**src/logic/plcr_pkg.sv**
```systemverilog
// plcr_pkg: shared constants, types and decoding for the command issue register slice
package plcr_pkg;

	// ************************************************************
	// register map
	// ************************************************************
	localparam logic [7:0] ADDR_ARG      = 8'h37;
	localparam logic [7:0] ADDR_CMD      = 8'h38;
	localparam logic [7:0] ADDR_RX_COUNT = 8'h39;
	localparam logic [7:0] ADDR_SOC      = 8'h3A;
	localparam logic [7:0] ADDR_GAUGE    = 8'h3B;

	localparam logic [7:0] RST_ARG       = 8'h00;
	localparam logic [6:0] RST_CODE      = 7'h00;
	localparam logic [6:0] RST_RX_COUNT  = 7'h00;
	localparam logic [7:0] RST_SOC       = 8'h00;
	localparam logic [7:0] READ_UNMAPPED = 8'h00;

	localparam int TRIG_BIT  = 7;
	localparam int VALID_BIT = 7;

	// ************************************************************
	// command codes and arguments
	// ************************************************************
	localparam logic [6:0] CODE_SYS  = 7'h00;
	localparam logic [6:0] CODE_GPIO = 7'h03;
	localparam logic [6:0] CODE_DOUT = 7'h05;
	localparam logic [6:0] CODE_UART = 7'h06;

	localparam logic [7:0] UART_MANUAL    = 8'h00;
	localparam logic [7:0] UART_CH1_RX    = 8'h01;
	localparam logic [7:0] UART_CH1_TX    = 8'h02;
	localparam logic [7:0] UART_CH1_LOOP  = 8'h03;
	localparam logic [7:0] UART_CH2_RX    = 8'h04;
	localparam logic [7:0] UART_CH2_TX    = 8'h07;
	localparam logic [7:0] UART_CH2_LOOPA = 8'h08;
	localparam logic [7:0] UART_CH2_LOOPB = 8'h0C;

	localparam logic [7:0] SYS_ARG_SOFT  = 8'h01;
	localparam logic [7:0] SYS_ARG_GAUGE = 8'h03;
	localparam logic [7:0] SYS_ARG_FIFO  = 8'h04;
	localparam logic [7:0] SYS_ARG_FREE  = 8'h05;

	localparam logic [1:0] CHAN_NONE = 2'h0;
	localparam logic [1:0] CHAN_ONE  = 2'h1;
	localparam logic [1:0] CHAN_TWO  = 2'h2;

	// arbitrary neutral bus address, not tied to any part
	localparam logic [6:0] BUS_ADDR = 7'h2A;

	typedef enum logic [2:0] {KIND_NONE, KIND_SYS, KIND_GPIO, KIND_DOUT, KIND_UART} plcr_kind_e;
	typedef enum logic [2:0] {SYS_NONE, SYS_SOFT, SYS_GAUGE, SYS_FIFO, SYS_FREE} plcr_sys_e;

	function automatic plcr_kind_e code_kind(input logic [6:0] code);
		case (code)
			CODE_SYS:  code_kind = KIND_SYS;
			CODE_GPIO: code_kind = KIND_GPIO;
			CODE_DOUT: code_kind = KIND_DOUT;
			CODE_UART: code_kind = KIND_UART;
			default:   code_kind = KIND_NONE;
		endcase
	endfunction : code_kind

endpackage : plcr_pkg

```
**src/logic/plcr_frame.sv**
```systemverilog
// plcr_frame: decodes a latched command into line fields when it goes out
module plcr_frame (
	input  wire logic                 clk_i,
	input  wire logic                 rst_n_i,
	input  wire logic                 send_i,
	input  wire logic [6:0]           code_i,
	input  wire logic [7:0]           arg_i,
	output plcr_pkg::plcr_kind_e      kind_o,
	output logic      [3:0]           gpio_res_en_o,
	output logic      [3:0]           gpio_level_o,
	output logic      [8:0]           dout_len_o,
	output logic      [1:0]           uart_chan_o,
	output logic                      uart_rx_sw_o,
	output logic                      uart_tx_sw_o,
	output plcr_pkg::plcr_sys_e       sys_req_o
);

	plcr_pkg::plcr_kind_e kind;
	assign kind = plcr_pkg::code_kind(code_i);

	always_ff @(posedge clk_i or negedge rst_n_i) begin
		if (!rst_n_i) begin
			kind_o        <= plcr_pkg::KIND_NONE;
			gpio_res_en_o <= 4'h0;
			gpio_level_o  <= 4'h0;
			dout_len_o    <= 9'h000;
			uart_chan_o   <= plcr_pkg::CHAN_NONE;
			uart_rx_sw_o  <= 1'b0;
			uart_tx_sw_o  <= 1'b0;
			sys_req_o     <= plcr_pkg::SYS_NONE;
		end else if (send_i) begin
			kind_o        <= kind;
			gpio_res_en_o <= (kind == plcr_pkg::KIND_GPIO) ? arg_i[7:4] : 4'h0;
			gpio_level_o  <= (kind == plcr_pkg::KIND_GPIO) ? arg_i[3:0] : 4'h0;
			dout_len_o    <= (kind == plcr_pkg::KIND_DOUT) ? ({1'b0, arg_i} + 9'h001) : 9'h000;
			uart_chan_o   <= plcr_pkg::CHAN_NONE;
			uart_rx_sw_o  <= 1'b0;
			uart_tx_sw_o  <= 1'b0;
			sys_req_o     <= plcr_pkg::SYS_NONE;
			if (kind == plcr_pkg::KIND_UART) begin
				case (arg_i)
					plcr_pkg::UART_MANUAL: begin
						uart_chan_o <= plcr_pkg::CHAN_NONE;
					end
					plcr_pkg::UART_CH1_RX: begin
						uart_chan_o  <= plcr_pkg::CHAN_ONE;
						uart_rx_sw_o <= 1'b1;
					end
					plcr_pkg::UART_CH1_TX: begin
						uart_chan_o  <= plcr_pkg::CHAN_ONE;
						uart_tx_sw_o <= 1'b1;
					end
					plcr_pkg::UART_CH1_LOOP: begin
						uart_chan_o  <= plcr_pkg::CHAN_ONE;
						uart_rx_sw_o <= 1'b1;
						uart_tx_sw_o <= 1'b1;
					end
					plcr_pkg::UART_CH2_RX: begin
						uart_chan_o  <= plcr_pkg::CHAN_TWO;
						uart_rx_sw_o <= 1'b1;
					end
					plcr_pkg::UART_CH2_TX: begin
						uart_chan_o  <= plcr_pkg::CHAN_TWO;
						uart_tx_sw_o <= 1'b1;
					end
					plcr_pkg::UART_CH2_LOOPA, plcr_pkg::UART_CH2_LOOPB: begin
						uart_chan_o  <= plcr_pkg::CHAN_TWO;
						uart_rx_sw_o <= 1'b1;
						uart_tx_sw_o <= 1'b1;
					end
					default: begin
						uart_chan_o <= plcr_pkg::CHAN_NONE;
					end
				endcase
			end
			if (kind == plcr_pkg::KIND_SYS) begin
				case (arg_i)
					plcr_pkg::SYS_ARG_SOFT:  sys_req_o <= plcr_pkg::SYS_SOFT;
					plcr_pkg::SYS_ARG_GAUGE: sys_req_o <= plcr_pkg::SYS_GAUGE;
					plcr_pkg::SYS_ARG_FIFO:  sys_req_o <= plcr_pkg::SYS_FIFO;
					plcr_pkg::SYS_ARG_FREE:  sys_req_o <= plcr_pkg::SYS_FREE;
					default:                 sys_req_o <= plcr_pkg::SYS_NONE;
				endcase
			end
		end
	end

endmodule : plcr_frame

```
**src/logic/plcr_regs.sv**
```systemverilog
// plcr_regs: two-wire register slice that issues commands over the power line
// Behaviour
// - writing trigger bit starts selected command
// - trigger held until sent at poll
// - trigger reads one while command pending
// - code 00 sys, 03 gpio, 05 dout, 06 uart
// - gpio argument: enables high, levels low
// - data-out length is argument plus one
// - uart argument zero: manual, switches off
// - channel one: 1 rx, 2 tx, 3 loop
// - channel two: 4 rx, 7 tx, 8/C loop
// - sys argument: 1,3,4,5 reset/gauge/fifo/free
// - received count stored as reported, no offset
// - count updates with new-data pulse
// - partner charge byte readable, not valid-gated
// - charge byte is one percent per bit
// - gauge status bit seven shows validity
// - nack data-out while receive buffer full
// - nack uart request when refuse set
module plcr_regs (
	input  wire logic                 CLOCK_I,
	input  wire logic                 ARST_N_I,
	input  wire logic                 I2C_SCL_I,
	input  wire logic                 I2C_SDA_I,
	output logic                      I2C_SDA_O,
	output logic                      I2C_SDA_OE_O,
	input  wire logic                 LINK_POLL_I,
	output logic                      LINK_TX_STB_O,
	output logic      [6:0]           LINK_TX_CODE_O,
	output logic      [7:0]           LINK_TX_ARG_O,
	output plcr_pkg::plcr_kind_e      LINK_TX_KIND_O,
	output logic      [3:0]           LINK_GPIO_RES_EN_O,
	output logic      [3:0]           LINK_GPIO_LEVEL_O,
	output logic      [8:0]           LINK_DOUT_LEN_O,
	output logic      [1:0]           LINK_UART_CHAN_O,
	output logic                      LINK_UART_RX_SW_O,
	output logic                      LINK_UART_TX_SW_O,
	output plcr_pkg::plcr_sys_e       LINK_SYS_REQ_O,
	output logic                      CMD_PENDING_O,
	input  wire logic                 LINK_REQ_STB_I,
	input  wire logic [6:0]           LINK_REQ_CODE_I,
	input  wire logic                 RX_BUFFER_FULL_I,
	input  wire logic                 UART_REFUSE_I,
	output logic                      LINK_REQ_ACK_O,
	output logic                      LINK_REQ_NACK_O,
	input  wire logic                 LINK_RX_DONE_I,
	input  wire logic [6:0]           LINK_RX_COUNT_I,
	output logic                      RX_NEW_DATA_O,
	input  wire logic                 LINK_SOC_STB_I,
	input  wire logic [7:0]           LINK_SOC_I,
	input  wire logic                 LINK_GAUGE_OK_I
);

	// ************************************************************
	// reset release and pin synchronisation
	// ************************************************************
	logic       rst_s1_r;
	logic       rst_n;
	logic [1:0] pins;
	logic       scl;
	logic       sda;
	logic       scl_prev_r;
	logic       sda_prev_r;

	always_ff @(posedge CLOCK_I or negedge ARST_N_I) begin
		if (!ARST_N_I) begin
			rst_s1_r <= 1'b0;
			rst_n    <= 1'b0;
		end else begin
			rst_s1_r <= 1'b1;
			rst_n    <= rst_s1_r;
		end
	end

	plcr_sync #(
		.WIDTH (2),
		.INIT  (2'h3)
	) u_sync (
		.clk_i   (CLOCK_I),
		.rst_n_i (rst_n),
		.pin_i   ({I2C_SCL_I, I2C_SDA_I}),
		.level_o (pins)
	);

	assign scl = pins[1];
	assign sda = pins[0];

	always_ff @(posedge CLOCK_I or negedge rst_n) begin
		if (!rst_n) begin
			scl_prev_r <= 1'b1;
			sda_prev_r <= 1'b1;
		end else begin
			scl_prev_r <= scl;
			sda_prev_r <= sda;
		end
	end

	logic scl_rise;
	logic scl_fall;
	logic bus_start;
	logic bus_stop;

	assign scl_rise  = scl & ~scl_prev_r;
	assign scl_fall  = ~scl & scl_prev_r;
	assign bus_start = scl & scl_prev_r & sda_prev_r & ~sda;
	assign bus_stop  = scl & scl_prev_r & ~sda_prev_r & sda;

	// ************************************************************
	// two-wire slave engine
	// ************************************************************
	typedef enum logic [2:0] {ST_IDLE, ST_ADDR, ST_PTR, ST_WR, ST_RD, ST_MACK} plcr_bus_e;

	plcr_bus_e  bus_st_r;
	logic [3:0] bit_cnt_r;
	logic [7:0] shift_r;
	logic [7:0] tx_r;
	logic [7:0] ptr_r;
	logic       ack_r;
	logic       rd_next_r;
	logic       mnack_r;
	logic       wr_stb_r;
	logic [7:0] wr_addr_r;
	logic [7:0] wr_data_r;
	logic [7:0] rd_data;

	// the open-drain line only ever pulls low
	assign I2C_SDA_O = 1'b0;

	always_ff @(posedge CLOCK_I or negedge rst_n) begin
		if (!rst_n) begin
			bus_st_r     <= ST_IDLE;
			bit_cnt_r    <= 4'h0;
			shift_r      <= 8'h00;
			tx_r         <= 8'h00;
			ptr_r        <= 8'h00;
			ack_r        <= 1'b0;
			rd_next_r    <= 1'b0;
			mnack_r      <= 1'b0;
			I2C_SDA_OE_O <= 1'b0;
			wr_stb_r     <= 1'b0;
			wr_addr_r    <= 8'h00;
			wr_data_r    <= 8'h00;
		end else begin
			wr_stb_r <= 1'b0;
			if (bus_stop) begin
				bus_st_r     <= ST_IDLE;
				ack_r        <= 1'b0;
				I2C_SDA_OE_O <= 1'b0;
			end else if (bus_start) begin
				bus_st_r     <= ST_ADDR;
				bit_cnt_r    <= 4'h0;
				ack_r        <= 1'b0;
				I2C_SDA_OE_O <= 1'b0;
			end else if (scl_rise && !ack_r) begin
				if (bus_st_r == ST_MACK) begin
					mnack_r <= sda;
				end else if (bus_st_r != ST_IDLE) begin
					shift_r   <= {shift_r[6:0], sda};
					bit_cnt_r <= bit_cnt_r + 4'h1;
				end
			end else if (scl_fall) begin
				if (ack_r) begin
					ack_r     <= 1'b0;
					bit_cnt_r <= 4'h0;
					if (rd_next_r) begin
						bus_st_r     <= ST_RD;
						tx_r         <= rd_data;
						ptr_r        <= ptr_r + 8'h01;
						I2C_SDA_OE_O <= ~rd_data[7];
					end else begin
						I2C_SDA_OE_O <= 1'b0;
					end
				end else begin
					case (bus_st_r)
						ST_ADDR: begin
							if (bit_cnt_r == 4'h8) begin
								if (shift_r[7:1] == plcr_pkg::BUS_ADDR) begin
									ack_r        <= 1'b1;
									I2C_SDA_OE_O <= 1'b1;
									rd_next_r    <= shift_r[0];
									bus_st_r     <= shift_r[0] ? ST_ADDR : ST_PTR;
								end else begin
									// another device on the bus: wait for stop
									bus_st_r <= ST_IDLE;
								end
							end
						end
						ST_PTR: begin
							if (bit_cnt_r == 4'h8) begin
								ptr_r        <= shift_r;
								ack_r        <= 1'b1;
								I2C_SDA_OE_O <= 1'b1;
								bus_st_r     <= ST_WR;
							end
						end
						ST_WR: begin
							if (bit_cnt_r == 4'h8) begin
								wr_stb_r     <= 1'b1;
								wr_addr_r    <= ptr_r;
								wr_data_r    <= shift_r;
								ptr_r        <= ptr_r + 8'h01;
								ack_r        <= 1'b1;
								I2C_SDA_OE_O <= 1'b1;
							end
						end
						ST_RD: begin
							if (bit_cnt_r == 4'h8) begin
								I2C_SDA_OE_O <= 1'b0;
								bus_st_r     <= ST_MACK;
							end else begin
								I2C_SDA_OE_O <= ~tx_r[3'h7 - bit_cnt_r[2:0]];
							end
						end
						ST_MACK: begin
							if (mnack_r) begin
								bus_st_r <= ST_IDLE;
							end else begin
								bus_st_r     <= ST_RD;
								bit_cnt_r    <= 4'h0;
								tx_r         <= rd_data;
								ptr_r        <= ptr_r + 8'h01;
								I2C_SDA_OE_O <= ~rd_data[7];
							end
						end
						default: begin
							bus_st_r <= ST_IDLE;
						end
					endcase
				end
			end
		end
	end

	// ************************************************************
	// command argument and code
	// ************************************************************
	logic [7:0] arg_r;
	logic [6:0] code_r;
	logic       pending_r;
	logic [6:0] sent_code_r;
	logic [7:0] sent_arg_r;
	logic       trig_wr;
	logic       send;

	assign trig_wr = wr_stb_r && (wr_addr_r == plcr_pkg::ADDR_CMD) && wr_data_r[plcr_pkg::TRIG_BIT];
	// the pending command leaves on the partner's poll
	assign send    = pending_r && LINK_POLL_I;

	always_ff @(posedge CLOCK_I or negedge rst_n) begin
		if (!rst_n) begin
			arg_r  <= plcr_pkg::RST_ARG;
			code_r <= plcr_pkg::RST_CODE;
		end else if (wr_stb_r) begin
			if (wr_addr_r == plcr_pkg::ADDR_ARG) begin
				arg_r <= wr_data_r;
			end
			if (wr_addr_r == plcr_pkg::ADDR_CMD) begin
				code_r <= wr_data_r[6:0];
			end
		end
	end

	// code and argument are frozen at trigger so later writes cannot alter it
	always_ff @(posedge CLOCK_I or negedge rst_n) begin
		if (!rst_n) begin
			pending_r   <= 1'b0;
			sent_code_r <= plcr_pkg::RST_CODE;
			sent_arg_r  <= plcr_pkg::RST_ARG;
		end else if (send) begin
			pending_r <= 1'b0;
		end else if (trig_wr && !pending_r) begin
			pending_r   <= 1'b1;
			sent_code_r <= wr_data_r[6:0];
			sent_arg_r  <= arg_r;
		end
		// a trigger write while pending falls through untouched
	end

	assign CMD_PENDING_O = pending_r;

	always_ff @(posedge CLOCK_I or negedge rst_n) begin
		if (!rst_n) begin
			LINK_TX_STB_O  <= 1'b0;
			LINK_TX_CODE_O <= plcr_pkg::RST_CODE;
			LINK_TX_ARG_O  <= plcr_pkg::RST_ARG;
		end else begin
			LINK_TX_STB_O <= send;
			if (send) begin
				LINK_TX_CODE_O <= sent_code_r;
				LINK_TX_ARG_O  <= sent_arg_r;
			end
		end
	end

	plcr_frame u_frame (
		.clk_i         (CLOCK_I),
		.rst_n_i       (rst_n),
		.send_i        (send),
		.code_i        (sent_code_r),
		.arg_i         (sent_arg_r),
		.kind_o        (LINK_TX_KIND_O),
		.gpio_res_en_o (LINK_GPIO_RES_EN_O),
		.gpio_level_o  (LINK_GPIO_LEVEL_O),
		.dout_len_o    (LINK_DOUT_LEN_O),
		.uart_chan_o   (LINK_UART_CHAN_O),
		.uart_rx_sw_o  (LINK_UART_RX_SW_O),
		.uart_tx_sw_o  (LINK_UART_TX_SW_O),
		.sys_req_o     (LINK_SYS_REQ_O)
	);

	// ************************************************************
	// incoming requests from the partner
	// ************************************************************
	plcr_pkg::plcr_kind_e req_kind;
	logic                 req_refuse;

	assign req_kind   = plcr_pkg::code_kind(LINK_REQ_CODE_I);
	assign req_refuse = ((req_kind == plcr_pkg::KIND_DOUT) && RX_BUFFER_FULL_I)
		|| ((req_kind == plcr_pkg::KIND_UART) && UART_REFUSE_I);

	always_ff @(posedge CLOCK_I or negedge rst_n) begin
		if (!rst_n) begin
			LINK_REQ_ACK_O  <= 1'b0;
			LINK_REQ_NACK_O <= 1'b0;
		end else begin
			LINK_REQ_ACK_O  <= LINK_REQ_STB_I && !req_refuse;
			LINK_REQ_NACK_O <= LINK_REQ_STB_I && req_refuse;
		end
	end

	// ************************************************************
	// received count and partner gauge feedback
	// ************************************************************
	logic [6:0] rx_count_r;
	logic [7:0] soc_r;
	logic       gauge_ok_r;

	always_ff @(posedge CLOCK_I or negedge rst_n) begin
		if (!rst_n) begin
			rx_count_r    <= plcr_pkg::RST_RX_COUNT;
			RX_NEW_DATA_O <= 1'b0;
		end else begin
			RX_NEW_DATA_O <= LINK_RX_DONE_I;
			if (LINK_RX_DONE_I) begin
				rx_count_r <= LINK_RX_COUNT_I;
			end
		end
	end

	// one percent per bit, stored raw with no scaling
	always_ff @(posedge CLOCK_I or negedge rst_n) begin
		if (!rst_n) begin
			soc_r      <= plcr_pkg::RST_SOC;
			gauge_ok_r <= 1'b0;
		end else if (LINK_SOC_STB_I) begin
			soc_r      <= LINK_SOC_I;
			gauge_ok_r <= LINK_GAUGE_OK_I;
		end
	end

	// ************************************************************
	// read mux
	// ************************************************************
	always_comb begin
		case (ptr_r)
			plcr_pkg::ADDR_ARG:      rd_data = arg_r;
			plcr_pkg::ADDR_CMD:      rd_data = {pending_r, code_r};
			plcr_pkg::ADDR_RX_COUNT: rd_data = {1'b0, rx_count_r};
			plcr_pkg::ADDR_SOC:      rd_data = soc_r;
			plcr_pkg::ADDR_GAUGE:    rd_data = {gauge_ok_r, 7'h00};
			default:                 rd_data = plcr_pkg::READ_UNMAPPED;
		endcase
	end

endmodule : plcr_regs

```
**src/logic/plcr_sync.sv**
```systemverilog
// plcr_sync: three-stage pin synchroniser with agreement filter
module plcr_sync #(
	parameter int        WIDTH = 2,
	parameter logic [1:0] INIT = 2'h3
) (
	input  wire logic             clk_i,
	input  wire logic             rst_n_i,
	input  wire logic [WIDTH-1:0] pin_i,
	output logic      [WIDTH-1:0] level_o
);

	logic [WIDTH-1:0] s1_r;
	logic [WIDTH-1:0] s2_r;
	logic [WIDTH-1:0] s3_r;

	// a bit only moves once the last two stages agree
	always_ff @(posedge clk_i or negedge rst_n_i) begin
		if (!rst_n_i) begin
			s1_r    <= INIT[WIDTH-1:0];
			s2_r    <= INIT[WIDTH-1:0];
			s3_r    <= INIT[WIDTH-1:0];
			level_o <= INIT[WIDTH-1:0];
		end else begin
			s1_r <= pin_i;
			s2_r <= s1_r;
			s3_r <= s2_r;
			for (int i = 0; i < WIDTH; i++) begin
				if (s2_r[i] == s3_r[i]) begin
					level_o[i] <= s3_r[i];
				end
			end
		end
	end

endmodule : plcr_sync

```
**config.mk**
```make
export PLATFORM = sky130hd
export DESIGN_NAME = plcr_regs
export DESIGN_NICKNAME = d
export VERILOG_FILES = /design/src/logic/plcr_pkg.sv /design/src/logic/plcr_frame.sv /design/src/logic/plcr_regs.sv /design/src/logic/plcr_sync.sv
export SDC_FILE = /design/constraint.sdc
export NUM_CORES = 1
export LEC_CHECK = 0
export BUFFER_PORTS_ARGS = -buffer_cell sky130_fd_sc_hd__buf_2
export CAP_MARGIN = 15
export CORE_ASPECT_RATIO = 0.6
export CORE_MARGIN = 2
export CORE_UTILIZATION = 45
export CTS_CLUSTER_SIZE = 8
export DETAILED_ROUTE_END_ITERATION = 10
export PLACE_DENSITY = 0.65
export SYNTH_ARGS = -nofsm -noshare
export SYNTH_HDL_FRONTEND = slang
export SYNTH_SLANG_ARGS = --single-unit
```
**constraint.sdc**
```tcl
create_clock -name CLOCK_I -period 12.4 [get_ports CLOCK_I]
set_input_delay 2.48 -clock CLOCK_I [delete_from_list [all_inputs] [get_ports CLOCK_I]]
set_output_delay 2.48 -clock CLOCK_I [all_outputs]
set_load 0.03 [all_outputs]
```
Word level (Yosys, flattened, before mapping)
Cells that the tools add are included.
{"block": "op_classes", "add_sub_neg": 4, "multipliers": 0, "div_mod_pow": 0, "order_cmp": 1, "n_eq_ne": 53, "n_shift": 0, "mux": 76, "n_bitwise": 19, "reduce_logical": 41}
{"operator": "$mux W8", "n": 9}
{"operator": "$eq A8 B6 Y1 const B", "n": 7}
{"operator": "$mux W4", "n": 10}
{"operator": "$pmux W8 S5", "n": 1}
{"operator": "$pmux W3 S4", "n": 3}
{"operator": "$mux W3", "n": 11}
{"operator": "$mux W1", "n": 32}
{"operator": "$eq A7 B3 Y1 const B", "n": 4}
{"operator": "$reduce_and A7 Y1", "n": 4}
{"operator": "$ne A5 B5 Y1 const B", "n": 5}
{"operator": "$eq A8 B3 Y1 const B", "n": 3}
{"operator": "$pmux W8 S3", "n": 1}
{"operator": "$eq A8 B2 Y1 const B", "n": 2}
{"operator": "$eq A8 B4 Y1 const B", "n": 2}
{"operator": "$eq A3 B2 Y1 const B", "n": 5}
{"operator": "$ne A3 B3 Y1 const B", "n": 5}
{"operator": "$pmux W3 S5", "n": 1}
{"operator": "$eq A7 B2 Y1 const B", "n": 2}
{"operator": "$logic_not A7 Y1", "n": 2}
{"operator": "$eq A3 B3 Y1 const B", "n": 4}
{"operator": "$not A1 Y1", "n": 12}
{"operator": "$reduce_or A5 Y1", "n": 2}
{"operator": "$add A8 B1 Y9 const B", "n": 1}
{"operator": "$logic_and A1 B1 Y1", "n": 9}
{"operator": "37 further kinds", "n": 57}
{"block": "word_totals", "ff_bits": 157, "latch_bits": 0, "ram_bits": 0, "rom_bits": 0, "in_bits": 33, "out_inout_bits": 49, "elab_cells": 237, "mem_count": 0}

Longest topological paths before layout
{"block": "logic_depth", "ltp_word": 11, "mapped_depth": 7, "mapped_depth_nobuf": 6}

Hierarchy
Synthesis repeated with hierarchy kept, for this count alone.
{"block": "hier_totals", "cells_unflattened": 584, "area_unflattened_um2": 7063.0}
{"module": "plcr_regs", "n_inst": 1, "cells_each": 463, "area_each_um2": 5517.8, "seq_area_each_um2": 3055.4}
{"module": "plcr_frame", "n_inst": 1, "cells_each": 111, "area_each_um2": 1312.5, "seq_area_each_um2": 675.6}
{"module": "plcr_sync", "n_inst": 1, "cells_each": 10, "area_each_um2": 232.7, "seq_area_each_um2": 210.2}

Worst setup path after synthesis
OpenSTA, ideal clock, no wires.
{"block": "synth_timing", "path_kind": "input -> register", "startpoint": "input port LINK_POLL_I", "endpoint": "register u_frame.dout_len_o[2]", "setup_ps": 83, "arrival_time_ps": 3453, "required_ps": 12317, "slack_ps": 8864, "path_stages": 6, "path_buffers": 1, "path_cell_list": "nand2_2 > inv_1 > nand3_1 > or3b_1 > buf_2 > o21ai_0"}
{"block": "synth_via", "elab_chain_len": 1}
{"element": "start: declaration", "line": "plcr_regs.sv:27", "source": "input wire logic LINK_POLL_I,"}
{"element": "$logic_and A1 B1 Y1", "line": "plcr_regs.sv:247", "source": "assign send = pending_r && LINK_POLL_I;"}
{"element": "via send", "line": "plcr_regs.sv:243", "source": "logic send;"}
{"element": "end signal: assignment", "line": "plcr_frame.sv:35", "source": "dout_len_o <= (kind == plcr_pkg::KIND_DOUT) ? ({1'b0, arg_i} + 9'h001) : 9'h000;"}
{"element": "end: declaration", "line": "plcr_frame.sv:11", "source": "output logic [8:0] dout_len_o,"}
The timed path passes the listed nets, and every way through them passes these cells.
A chain may end at the register's enable or synchronous reset.

Final worst setup path
{"block": "layout_timing", "startpoint": "input port LINK_POLL_I", "endpoint": "register u_frame.dout_len_o[3]"}
Same word-level chain as after synthesis.

==> metrics.md <==
| Metric | Value |
|---|---|
| Post-Synthesis Cells | approximately 580 |
| Number of max-cap violations | 0 |
| Critical path, cell by cell | buf_2, nand2_2, buf_4, inv_1, nand3_1, or3b_1, o21ai_0 |
| HP Class | reg2async |
| Clock-pin slew on the worst setup and hold paths | approximately 0.070 ns |
| Clock Skew | roughly 0.015 ns |
| Die Ht | between 100 and 150 µm |
| Slew Limit Headroom | 0.398 |
| Yosys Warn Count | 0 |
| Tcrit/Tclk final | 0.298 |
| Final min period | around 3.7 ns |
| RD Place Congestion | approximately 0.9 |
| Main flop type after synthesis | dfrtp_1 |
| Worst path max stage delay | roughly 0.56 ns |
| Final Max Slew Viols | 0 |
| H-tree depth | 4 |
| Dpl ws | between 8 and 9 ns |
| Fin worst setup slack | just under 9 ns |
| CTS tree | done |
| Drt drc | 6 |
| Worst reg-to-reg path cell count | 6 |
| Final Core Density | 0.538 |
| Commonest non-fill, non-tap cell in the layout | dfrtp_1 |
| CTS Root Cell | clkbuf_16 |
| Pwr Density | ~130 nW/µm² |
| Vias | 5,065 |
| Syn Nets | between 600 and 700 |
| Failing checks | design-rule violations |
| Clk buf depth | 2 |
| GRT overflow | 0 |
| Detail Route Antenna Nets | 0 |
| Worst reg2reg path startpoint | bit_cnt_r[0] |
| Row count | 35 |
| CP endpoint kind | flip-flop |
| Fmax | 271 MHz |
| Initial DRC Count | slightly above 500 |
| Critical Path Fanout Max | 46 |
| 1st-pass router iterations | 9 |
| Synth cell types | 79 |
| Number of post-CTS setup repair buffers | 0 |
| Area grow syn2layout | 15.5% |
| Post-Syn Area | 7220 µm² |
| Unrepaired setup endpoints after global routing | false |
| Slowest CP cell | or3b_1 |
| Share of layout cells above drive strength 1 | 0.350 |
| Worst EP required | roughly 13 ns |
| Initial antenna violation count | 0 |
| CP arrival | around 4 ns |
| Overall die width | ~170 µm |
| Status | finished with violations |
| Post-synthesis adder-cell area fraction | 0.0201 |
| Overall Power | between 1 and 1.5 mW |
| Sink Count | 157 |
| Cells after DPL | ~840 |
| Vias in the first global route | approximately 5,000 |
| Synth Area in Simple Gates | 0.114 |
| Final setup TNS | 0 ns |
| Vias per Instance | 5.83 |
| Endpoints failing hold | 0 |
| Seq/Total Area, Yosys | 0.546 |
| TritonCTS Buffers | 17 |
| N_diodes | 0 |
| Die area | 17,100 µm² |
| Fin cells | 869 |
| # port buffers | 80 |
| Yosys reg bits | 157 |
| Setup CP Type | in2reg |
| Initial core utilization | 0.466 |
| Ys async rst share | 1.00 |
| Drt total wl | about 17,000 µm |
| Xor/xnor cell area share of the yosys netlist | 0.0133 |
| Post-CTS Hold Buffers | 0 |
| Largest family of logic cells by synthesized area | multiplexers |
| Half-perimeter wire length after placement | roughly 12,000 µm |
| Area of the core | approximately 16,000 µm² |
| Ports | 82 |
| Pleak | 3.95 nW |
| Worst Tran Pin Value | roughly 0.9 ns |
| Most frequent cells in the layout | dfrtp_1, mux2_2, buf_2 |
| Clk_lat worst skew | 0.43 ns |
| Final nets | roughly 700 |
| Final setup fails | 0 |
| Gr usage total | 0.213 |
| Drt wl/cell | 20.1 µm |
| CP Launch Type | primary input |
| Mux contribution to synthesized area | 0.157 |
| Synth Area in Compound Gates | 0.118 |
| Post-synth EDFFs | 0 |
| Largest net degree at the start of global routing | between 70 and 80 |
| Crit. Startpoint | LINK_POLL_I |
| VDD IR max | ~0.094 mV |
| Average cell area after synthesis | 12.5 µm² |
| CTS resizes | 0 |
| First-pass GRT wire length | about 28,000 µm |
## registers in the layout, summed over array words and instances (netlist names), 8 cells and up
signal / flops
ptr_r: 8
soc_r: 8
tx_r: 8
sent_arg_r: 8
arg_r: 8
LINK_TX_ARG_O: 8
wr_data_r: 8
u_frame.dout_len_o: 9
wr_addr_r: 8
shift_r: 8
## metal layers
layer	track usage	up-vias	wire (µm)
li1	-	2276	-
met5	0	-	0
met1	0.338	2588	9000
met2	0.287	186	6910
met4	0.0662	0	132
met3	0.0457	15	1400
## critical path: cells and delay by family
kind,cells,cell delay (ns)
simple gates,3,0.75
buf+inv,3,0.53
compound gates,1,0.25
## layout make-up
cell class,count,area [µm²]
Clock inverter,14,134
Inverter,23,86.3
Sequential cell,157,3950
Multi-Input combinational cell,370,3050
Timing Repair Buffer,84,434
Fill cell,1339,7170
Clock buffer,18,429
Tap cell,203,254
## power breakdown
group          leakage (nW)  switching, mW  total [mW]  internal [mW]
Sequential             2.10         0.0199       0.548          0.528
Clock                 0.283          0.224       0.506          0.281
Combinational          1.57         0.0335      0.0598         0.0264
Total                  3.95          0.278        1.11          0.836
## per-stage QoR
stage / area [µm²] / hold slack (ns)
2_1_floorplan: 7220 / 0.331
3_3_place_gp: 7760 / 0.184
3_5_place_dp: 7760 / 0.193
4_1_cts: 8320 / 0.195
5_1_grt: 8340 / 0.209
6_report: 8340 / 0.180
## cell usage after synthesis (4+ instances only)
| master | n | area (µm²) |
|---|---|---|
| a211oi_1 | 4 | 30.0 |
| a21oi_1 | 6 | 30.0 |
| a222oi_1 | 8 | 80.1 |
| a22o_1 | 16 | 140 |
| a2bb2oi_1 | 7 | 61.3 |
| a31oi_1 | 5 | 31.3 |
| buf_1 | 4 | 15.0 |
| buf_2 | 5 | 25.0 |
| clkbuf_1 | 14 | 52.6 |
| dfrtp_1 | 147 | 3680 |
| dfstp_2 | 10 | 263 |
| ha_1 | 10 | 125 |
| inv_1 | 22 | 82.6 |
| mux2_2 | 83 | 935 |
| mux2i_1 | 15 | 150 |
| nand2_1 | 44 | 165 |
| nand2b_1 | 5 | 31.3 |
| nand3_1 | 15 | 75.1 |
| nand3b_1 | 4 | 30.0 |
| nand4_1 | 4 | 25.0 |
| nor2_1 | 9 | 33.8 |
| nor2b_1 | 6 | 37.5 |
| nor3_1 | 4 | 20.0 |
| o21ai_0 | 34 | 170 |
| o31ai_1 | 5 | 37.5 |
| xnor2_1 | 4 | 35.0 |
| xor2_1 | 7 | 61.3 |
## final timing paths
kind	end	slack (ns)
worst max-delay path	u_frame.dout_len_o[3]	8.70
worst min-delay path	LINK_TX_ARG_O[2]	0.18
worst max register to register	wr_data_r[1]	9.97
worst min register to register	LINK_TX_ARG_O[2]	0.18
max in group asynchronous	soc_r[6]	10.22
min in group CLOCK_I	rst_n	0.36
## kinds of logic (layout without fill, tap and decap cells)
kind of cell               after synthesis  count (layout)
other                                    2               2
AOI/OAI and AO/OA                      115             115
DFF                                    157             157
adders and majority gates               12              12
muxes                                  100             100
and+or+nand+nor                        130             130
buffers and inverters                   51             139
xor gates and xnor gates                11              11
Power figures use the tool's default switching activity.
